### config.mk
export PLATFORM = sky130hd
export DESIGN_NAME = itcr_regs
export DESIGN_NICKNAME = d
export VERILOG_FILES = /design/src/include/itcr_pkg.sv /design/src/hdl/itcr_flag_bank.sv /design/src/hdl/itcr_regs.sv
export VERILOG_INCLUDE_DIRS = /design/src /design/src/include
export SDC_FILE = /design/constraint.sdc
export NUM_CORES = 1
export LEC_CHECK = 0
export BUFFER_PORTS_ARGS = -buffer_cell sky130_fd_sc_hd__buf_2
export CAP_MARGIN = 20
export CELL_PAD_IN_SITES_DETAIL_PLACEMENT = 1
export CELL_PAD_IN_SITES_GLOBAL_PLACEMENT = 2
export CORE_UTILIZATION = 32
export CTS_BUF_LIST = sky130_fd_sc_hd__clkbuf_8
export DETAILED_ROUTE_END_ITERATION = 8
export PLACE_DENSITY_LB_ADDON = 0.1
export SKIP_CTS_REPAIR_TIMING = 1
export SLEW_MARGIN = 40
export SYNTH_ARGS = -nofsm -noshare
export SYNTH_HDL_FRONTEND = slang
export SYNTH_SLANG_ARGS = --single-unit
### constraint.sdc
create_clock -name I_CLK -period 4.7 [get_ports I_CLK]
set_input_delay 0.47 -clock I_CLK [delete_from_list [all_inputs] [get_ports I_CLK]]
set_output_delay 0.47 -clock I_CLK [all_outputs]
set_load 0.02 [all_outputs]
### src/include/itcr_defines.svh
// Offsets, field positions and reset values of the interrupt and transceive register group.
// Assumes inclusion by bare name from files that also see the itcr_pkg package.
`ifndef ITCR_DEFINES_SVH
`define ITCR_DEFINES_SVH

`define ITCR_OFS_IRQ_EN 8'h01
`define ITCR_OFS_IRQ_STATUS 8'h02
`define ITCR_OFS_IRQ_CLEAR 8'h03
`define ITCR_OFS_TRX_CTL 8'h04
`define ITCR_OFS_PIN_CFG 8'h05

`define ITCR_FLAG_W 20
`define ITCR_CLR_W 21
`define ITCR_CLR_HI_MSB 20
`define ITCR_CLR_HI_LSB 15
`define ITCR_CLR_LO_MSB 13
`define ITCR_CTL_W 10
`define ITCR_PIN_W 8
`define ITCR_GPO_N 7
`define ITCR_PIN_SLEW 7

`define ITCR_RST_IRQ_EN 20'h0_0000
`define ITCR_RST_TRX_CTL 10'h000
`define ITCR_RST_PIN_CFG 8'h00
`define ITCR_RST_DATA 32'h0000_0000

`endif

### src/include/itcr_pkg.sv
// Types of the interrupt and transceive register group.
// Assumes nothing beyond a SystemVerilog compiler.
package itcr_pkg;

    // Transceive states, in the order of the trigger-select bits
    typedef enum logic [2:0] {
        ST_IDLE,
        ST_WAIT_TX,
        ST_TXING,
        ST_WAIT_RX,
        ST_WAIT_DATA,
        ST_RXING
    } itcr_trx_state_t;

    // Transceive control word, bits 9 down to 0
    typedef struct packed {
        logic [5:0] trig;
        logic skip_send;
        logic byte_per_frame_send;
        logic repeated_reception;
        logic initiator;
    } itcr_tctl_t;

    // Events raised outside this block, status bits 19..11 and 10..6, 4, 3
    typedef struct packed {
        logic low_power_detect;
        logic nvm_program_fail;
        logic general_error;
        logic temp_sensor;
        logic subcarrier_det;
        logic sof_det;
        logic [2:0] timer;
        logic active_field_error_flag;
        logic tx_field_on;
        logic tx_field_off;
        logic ext_field_on;
        logic ext_field_off;
        logic card_activated;
        logic mode_detected;
    } itcr_ext_evt_t;

endpackage

### src/hdl/itcr_flag_bank.sv
// Sticky status flags, set by hardware events and cleared by write-one pulses.
// Assumes set and clear arrive as single-cycle pulses on the same clock.
`timescale 1ns/1ns
`default_nettype none

module itcr_flag_bank #(
    parameter int W = 20
) (
    input wire logic i_clk,
    input wire logic i_srst,
    input wire logic [W-1:0] i_set,
    input wire logic [W-1:0] i_clr,
    output logic [W-1:0] o_flags
);

    logic [W-1:0] flag_q;
    logic [W-1:0] flag_d;

    genvar gi;
    generate
        for (gi = 0; gi < W; gi++) begin : g_bit
            // Set wins over a clear in the same cycle; zero clear bits do nothing
            always_comb begin
                flag_d[gi] = i_set[gi] | (flag_q[gi] & ~i_clr[gi]);
            end

            always_ff @(posedge i_clk) begin
                if (i_srst) begin
                    flag_q[gi] <= 1'b0;
                end else begin
                    flag_q[gi] <= flag_d[gi];
                end
            end
        end
    endgenerate

    assign o_flags = flag_q;

endmodule

`default_nettype wire

### src/hdl/itcr_regs.sv
// Interrupt status, flag clear, transceive control and pin configuration registers,
// with the transceive state sequencer whose state changes feed the flags.
// Assumes a host command decoder drives the register port and a radio datapath
// drives the event and handshake inputs, all synchronous to I_CLK.
`timescale 1ns/1ns
`default_nettype none
`include "itcr_defines.svh"

// Functional notes
// - Flags 0-2: reception end, transmission end, idle
// - Flags 3-5: mode detect, card activation, state change
// - Flags 6-10: field vanish/appear, own field, error
// - Clear bits 20-15 clear upper event flags
// - Clear bits 13-11 timers, 10-0 matching flags
// - Six-bit trigger field; all zero raises nothing
// - Trigger bits order idle through receiving states
// - Skip bit suppresses transmission after wait expiry
// - Hardware clears skip bit entering wait-receive
// - Byte-per-frame: each byte framed, awaits new start
// - Repeated reception re-enables receiver, writes status
// - Frames word aligned, zero padded; pad count computed here
// - Initiator bit changes transceive command behaviour
// - Pin bits 0-6 enable output drivers 1-7
// - Pin bit 7 enables pad slew limiting
// - Transceive: initiator transmits first, else receives first
// - Flag reaches interrupt pin only when enabled
module itcr_regs #(
    parameter int ADDR_W = 8,
    parameter int DATA_W = 32
) (
    input wire logic I_CLK,
    input wire logic I_SRST,
    input wire logic I_REG_WR,
    input wire logic I_REG_RD,
    input wire logic [ADDR_W-1:0] I_REG_ADDR,
    input wire logic [DATA_W-1:0] I_REG_WDATA,
    output logic [DATA_W-1:0] O_REG_RDATA,
    output logic O_REG_RVALID,
    input wire itcr_pkg::itcr_ext_evt_t I_EVT,
    input wire logic I_CMD_TRANSCEIVE,
    input wire logic I_CMD_STOP,
    input wire logic I_START_SEND,
    input wire logic I_TX_WAIT_DONE,
    input wire logic I_TX_BYTE_DONE,
    input wire logic I_TX_LAST_BYTE,
    input wire logic I_RX_START,
    input wire logic I_RX_BYTE,
    input wire logic I_RX_END,
    output logic O_IRQ,
    output itcr_pkg::itcr_trx_state_t O_TRX_STATE,
    output logic O_TX_ACTIVE,
    output logic O_TX_BYTE_FRAMED,
    output logic O_RX_ENABLE,
    output logic O_RX_STATUS_WR,
    output logic [1:0] O_RX_PAD_CNT,
    output logic [`ITCR_GPO_N-1:0] O_GPO_DRIVE_EN,
    output logic O_SLEW_LIMIT_EN
);

    // Register state
    logic [`ITCR_FLAG_W-1:0] en_q;
    logic [`ITCR_FLAG_W-1:0] en_d;
    itcr_pkg::itcr_tctl_t ctl_q;
    itcr_pkg::itcr_tctl_t ctl_d;
    logic [`ITCR_PIN_W-1:0] pin_q;
    logic [`ITCR_PIN_W-1:0] pin_d;
    logic [DATA_W-1:0] rdata_q;
    logic [DATA_W-1:0] rdata_d;
    logic rvalid_q;
    logic rvalid_d;
    logic irq_q;
    logic irq_d;
    logic [`ITCR_CLR_W-1:0] clr_pulse;
    logic [`ITCR_FLAG_W-1:0] clr_map;
    logic [`ITCR_FLAG_W-1:0] set_vec;
    logic [`ITCR_FLAG_W-1:0] flags;

    // Sequencer state
    itcr_pkg::itcr_trx_state_t state_q;
    itcr_pkg::itcr_trx_state_t state_d;
    logic pend_q;
    logic pend_d;
    logic [1:0] bcnt_q;
    logic [1:0] bcnt_d;
    logic stwr_q;
    logic stwr_d;
    logic [1:0] pad_q;
    logic [1:0] pad_d;
    logic txact_q;
    logic txact_d;
    logic rxen_q;
    logic rxen_d;
    logic ev_rx_end;
    logic ev_tx_end;
    logic ev_idle;
    logic ev_state;
    logic [5:0] st_onehot;
    logic wr_ctl;

    assign wr_ctl = I_REG_WR && (I_REG_ADDR == `ITCR_OFS_TRX_CTL);

    // Transceive sequencer
    always_comb begin
        state_d = state_q;
        pend_d = pend_q | I_START_SEND;
        bcnt_d = bcnt_q;
        stwr_d = 1'b0;
        pad_d = pad_q;
        ev_rx_end = 1'b0;
        ev_tx_end = 1'b0;
        case (state_q)
            itcr_pkg::ST_IDLE: begin
                if (I_CMD_TRANSCEIVE) begin
                    if (ctl_q.initiator) begin
                        state_d = itcr_pkg::ST_WAIT_TX;
                    end else begin
                        state_d = itcr_pkg::ST_WAIT_RX;
                    end
                end
            end
            itcr_pkg::ST_WAIT_TX: begin
                if (pend_q && I_TX_WAIT_DONE) begin
                    pend_d = 1'b0;
                    if (ctl_q.skip_send) begin
                        state_d = itcr_pkg::ST_WAIT_RX;
                    end else begin
                        state_d = itcr_pkg::ST_TXING;
                    end
                end
            end
            itcr_pkg::ST_TXING: begin
                if (I_TX_BYTE_DONE) begin
                    if (ctl_q.byte_per_frame_send) begin
                        ev_tx_end = 1'b1;
                        if (I_TX_LAST_BYTE) begin
                            state_d = itcr_pkg::ST_WAIT_RX;
                        end else begin
                            state_d = itcr_pkg::ST_WAIT_TX;
                        end
                    end else if (I_TX_LAST_BYTE) begin
                        ev_tx_end = 1'b1;
                        state_d = itcr_pkg::ST_WAIT_RX;
                    end
                end
            end
            itcr_pkg::ST_WAIT_RX: begin
                state_d = itcr_pkg::ST_WAIT_DATA;
            end
            itcr_pkg::ST_WAIT_DATA: begin
                if (I_RX_START) begin
                    state_d = itcr_pkg::ST_RXING;
                end
            end
            itcr_pkg::ST_RXING: begin
                if (I_RX_BYTE) begin
                    bcnt_d = bcnt_q + 2'd1;
                end
                if (I_RX_END) begin
                    ev_rx_end = 1'b1;
                    bcnt_d = 2'd0;
                    if (ctl_q.repeated_reception) begin
                        stwr_d = 1'b1;
                        // Status byte plus data, rounded up to a word with zeros
                        pad_d = 2'd0 - (bcnt_q + 2'(I_RX_BYTE) + 2'd1);
                        state_d = itcr_pkg::ST_WAIT_DATA;
                    end else if (ctl_q.initiator) begin
                        state_d = itcr_pkg::ST_WAIT_TX;
                    end else begin
                        state_d = itcr_pkg::ST_WAIT_TX;
                    end
                end
            end
            default: begin
                state_d = itcr_pkg::ST_IDLE;
            end
        endcase
        if (I_CMD_STOP) begin
            state_d = itcr_pkg::ST_IDLE;
            pend_d = 1'b0;
            bcnt_d = 2'd0;
        end
        txact_d = (state_d == itcr_pkg::ST_TXING);
        rxen_d = (state_d == itcr_pkg::ST_WAIT_DATA) || (state_d == itcr_pkg::ST_RXING);
    end

    // Entry into a state raises state change when its trigger bit is set
    always_comb begin
        st_onehot = 6'h01 << state_d;
        ev_state = (state_d != state_q) && |(st_onehot & ctl_q.trig);
        ev_idle = (state_d == itcr_pkg::ST_IDLE) && (state_q != itcr_pkg::ST_IDLE);
    end

    always_ff @(posedge I_CLK) begin
        if (I_SRST) begin
            state_q <= itcr_pkg::ST_IDLE;
            pend_q <= 1'b0;
            bcnt_q <= 2'd0;
            stwr_q <= 1'b0;
            pad_q <= 2'd0;
            txact_q <= 1'b0;
            rxen_q <= 1'b0;
        end else begin
            state_q <= state_d;
            pend_q <= pend_d;
            bcnt_q <= bcnt_d;
            stwr_q <= stwr_d;
            pad_q <= pad_d;
            txact_q <= txact_d;
            rxen_q <= rxen_d;
        end
    end

    // Set and clear vectors at status positions
    always_comb begin
        set_vec = {I_EVT.low_power_detect, I_EVT.nvm_program_fail, I_EVT.general_error,
                   I_EVT.temp_sensor, I_EVT.subcarrier_det, I_EVT.sof_det, I_EVT.timer,
                   I_EVT.active_field_error_flag, I_EVT.tx_field_on, I_EVT.tx_field_off,
                   I_EVT.ext_field_on, I_EVT.ext_field_off, ev_state, I_EVT.card_activated,
                   I_EVT.mode_detected, ev_idle, ev_tx_end, ev_rx_end};
        clr_map = {clr_pulse[`ITCR_CLR_HI_MSB:`ITCR_CLR_HI_LSB],
                   clr_pulse[`ITCR_CLR_LO_MSB:0]};
    end

    itcr_flag_bank #(
        .W(`ITCR_FLAG_W)
    ) u_flags (
        .i_clk(I_CLK),
        .i_srst(I_SRST),
        .i_set(set_vec),
        .i_clr(clr_map),
        .o_flags(flags)
    );

    // Register access
    always_comb begin
        en_d = en_q;
        ctl_d = ctl_q;
        pin_d = pin_q;
        clr_pulse = '0;
        rvalid_d = I_REG_RD;
        rdata_d = `ITCR_RST_DATA;
        if (I_REG_RD) begin
            case (I_REG_ADDR)
                `ITCR_OFS_IRQ_EN: rdata_d = DATA_W'(en_q);
                `ITCR_OFS_IRQ_STATUS: rdata_d = DATA_W'(flags);
                `ITCR_OFS_TRX_CTL: rdata_d = DATA_W'(ctl_q);
                `ITCR_OFS_PIN_CFG: rdata_d = DATA_W'(pin_q);
                default: rdata_d = `ITCR_RST_DATA;
            endcase
        end
        if ((state_d == itcr_pkg::ST_WAIT_RX) && (state_q != itcr_pkg::ST_WAIT_RX)
            && !wr_ctl) begin
            ctl_d.skip_send = 1'b0;
        end
        if (I_REG_WR) begin
            case (I_REG_ADDR)
                `ITCR_OFS_IRQ_EN: en_d = I_REG_WDATA[`ITCR_FLAG_W-1:0];
                `ITCR_OFS_IRQ_CLEAR: clr_pulse = I_REG_WDATA[`ITCR_CLR_W-1:0];
                `ITCR_OFS_TRX_CTL: ctl_d = itcr_pkg::itcr_tctl_t'(I_REG_WDATA[`ITCR_CTL_W-1:0]);
                `ITCR_OFS_PIN_CFG: pin_d = I_REG_WDATA[`ITCR_PIN_W-1:0];
                default: en_d = en_q;
            endcase
        end
        irq_d = |(flags & en_q);
    end

    always_ff @(posedge I_CLK) begin
        if (I_SRST) begin
            en_q <= `ITCR_RST_IRQ_EN;
            ctl_q <= `ITCR_RST_TRX_CTL;
            pin_q <= `ITCR_RST_PIN_CFG;
            rdata_q <= `ITCR_RST_DATA;
            rvalid_q <= 1'b0;
            irq_q <= 1'b0;
        end else begin
            en_q <= en_d;
            ctl_q <= ctl_d;
            pin_q <= pin_d;
            rdata_q <= rdata_d;
            rvalid_q <= rvalid_d;
            irq_q <= irq_d;
        end
    end

    assign O_REG_RDATA = rdata_q;
    assign O_REG_RVALID = rvalid_q;
    assign O_IRQ = irq_q;
    assign O_TRX_STATE = state_q;
    assign O_TX_ACTIVE = txact_q;
    assign O_RX_ENABLE = rxen_q;
    assign O_RX_STATUS_WR = stwr_q;
    assign O_RX_PAD_CNT = pad_q;
    assign O_TX_BYTE_FRAMED = ctl_q.byte_per_frame_send;
    assign O_GPO_DRIVE_EN = pin_q[`ITCR_GPO_N-1:0];
    assign O_SLEW_LIMIT_EN = pin_q[`ITCR_PIN_SLEW];
endmodule

`default_nettype wire

==> results.cfg <==
[synthesis]
synth_warnings = 0
synth_edf_count = 0
mappedNetlistArea_mm2 = 0.003785
syn_avg_cell_area_um2 = 8.282
ys_ff_latch = 91
seq_area_frac_synth_pct = 48.13
yosysTopAreaCell = dfxtp_1
ys.flop_type = dfxtp_1
syn_inst = 457
synthArstFlopShare_pct = 0
synth_top_area_share_pct = 48.13
ys_types = 50
synthTopCellsByArea = dfxtp_1, nand2_1, a21oi_1

[floorplan]
num_rows = 39
dieArea_mm2 = 0.01227
boundaryPins = 120
die_h_um = 110.8
die_x_um = 110.8
core_mm2 = 0.01147
start_util_pct = 33.01

[global_routing]
grt.total_usage_pct = 20.37
overflow = 0
grt_pass1_wl_um = 19470
antenna_found_initial = 0
grt_max_degree = 69
grt_pass1_vias = 3602

[job]
drv_cap = 0

[power]
power_density_mw_per_mm2 = 304.8
vdd_ir_drop_max_v = 0.0001093
leakagePower_nw = 1.712
finalPower_mw = 1.372

[routing]
via_per_inst = 5.247
drc_errors = 0
drt_iter0_drc = 133
postRouteAntennaNets = 0
routedWlPerCell_um = 17.98
vias = 3605
first_pass_iters = 4
drt_wl_total_um = 12350

[setup_path]
cp.required_ns = 4.92
endpoint_kind = register
worstSetupPathType = in -> reg
worstPathCellList = buf_2 > or4_4 > or2_0 > nor4b_4 > nand2_1 > nand2_1 > a21oi_1
cp-start-kind = input port
crit_path_max_incr_delay_ns = 0.61
cp.arrival_ns = 2.98
crit_fanout = 20
crit_slowest_cell = nand2_1
crit_path_frequent_cell = nand2_1

[layout]
nets = 610
layout_commonest_cell = nand2_1
area_delta_synth_final_pct = 18.94
antenna_cells = 0
layout-drive-gt1-share_pct = 22.61
final_cell_mix = nand2_1, buf_2, dfxtp_1, a21oi_1, nor2_1
postLayoutCellArea_mm2 = 0.004502

[clock_network]
ctsRootBufferMaster = clkbuf_8
clock_sinks = 91
cts_tree = built
htreeDepth = 3
clk_latency_ns = 0.37
clk_pin_slew_ns = 0.08
clock_path_buffers = 2
cts_buffers = 9

[timing]
relSlewSlack_pct = 48.45
tightestPinTransition_ns = 0.7733
finalCriticalPeriod_ns = 2.767
min_period_over_period_pct = 58.88
drv_slew = 0
fin_setup_tns_ns = 0
fmax_mhz = 361.4
hold_violations = 0
finalSetupViolCount = 0
rsz0062_at_grt = no
fin_skew_ns = 0.009040

[placement]
dp_hpwl_um = 8563
placed_area_mm2 = 0.004340
gp_congestion = 0.7895
io_buffers = 96

[min_path]
hp-class = in -> reg

[status]
status = finished, final reports clean
## cell families after synthesis
kind of cell	count (synthesis)	synth area share (%)
AND/OR/NAND/NOR	185	22.88
adder cells (fa/ha/maj)	1	0.3305
XOR/XNOR	2	0.4629
flip-flops	91	48.13
other	1	0.09908
buffers and inverters	41	5.454
AO/OA/AOI/OAI	136	22.64
## cell usage after synthesis (3+ instances only)
library cell	number
buf_2	3
clkbuf_1	24
nor2_1	39
nand3_1	11
a22o_1	5
nand3b_1	4
dfxtp_1	91
nor2b_1	7
a22oi_1	28
buf_4	13
a31oi_1	4
o21ai_0	5
a221oi_1	5
and2_1	4
a21oi_1	71
nand2_1	100
## stage by stage
| stage | cells | worst slack (ns) | hold WS [ns] | util, % |
|---|---|---|---|---|
| after floorplan | 468 | 2.351 | 0.4408 | - |
| after global placement | 671 | 1.526 | 0.4550 | 37.71 |
| after detailed placement | 672 | 1.516 | 0.4631 | 37.85 |
| after CTS | 687 | 1.893 | 0.2940 | 39.26 |
| after global routing | 687 | 1.680 | 0.3076 | 39.26 |
| final | 687 | 1.933 | 0.3080 | 39.26 |
## routing by layer
| layer | GRT usage [%] | vias to the layer above | routed length [um] |
|---|---|---|---|
| li1 | - | 1746 | - |
| met1 | 27.70 | 1761 | 5886 |
| met2 | 32.46 | 86 | 5770 |
| met3 | 2.734 | 12 | 477 |
| met4 | 8.356 | 0 | 215 |
| met5 | 0 | - | 0 |
## registers in the layout, summed over array words and instances (netlist names)
| name | cells |
|---|---|
| O_TRX_STATE | 3 |
| O_RX_STATUS_WR | 1 |
| pin_q | 8 |
| O_TX_BYTE_FRAMED | 1 |
| ctl_q | 9 |
| O_REG_RVALID | 1 |
| u_flags.o_flags | 20 |
| O_IRQ | 1 |
| O_RX_ENABLE | 1 |
| O_REG_RDATA | 20 |
| en_q | 20 |
| pend_q | 1 |
| O_TX_ACTIVE | 1 |
| bcnt_q | 2 |
| O_RX_PAD_CNT | 2 |
## worst paths after layout
kind,startpoint,end,slack [ns],cells past startpoint
worst max-delay path,I_REG_ADDR[5],en_q[12],1.93,7
worst min-delay path,I_EVT[13],u_flags.o_flags[17],0.31,3
worst max register to register,O_TRX_STATE[2],u_flags.o_flags[5],2.42,6
worst min register to register,en_q[0],en_q[0],0.47,2
## final cells by class
type / count / area [um^2]
Fill cell: 1413 / 6965
Sequential cell: 91 / 1822
Multi-Input combinational cell: 336 / 1814
Timing Repair Buffer: 101 / 521.8
Tap cell: 143 / 178.9
Clock buffer: 10 / 137.6
Clock inverter: 5 / 23.77
Inverter: 1 / 3.754
## power by group
group | internal, mW | total, mW | switching, mW
clock network | 0.198 | 0.472 | 0.275
registers | 0.784 | 0.799 | 0.0153
logic | 0.0370 | 0.101 | 0.0640
## worst max-delay path: cells and delay by family
family | cells | cell delay, ns
AND/OR/NAND/NOR | 5 | 2.32
buffers and inverters | 1 | 0.10
AO/OA/AOI/OAI | 1 | 0.08
No activity file was read; power rests on OpenSTA's default activity.
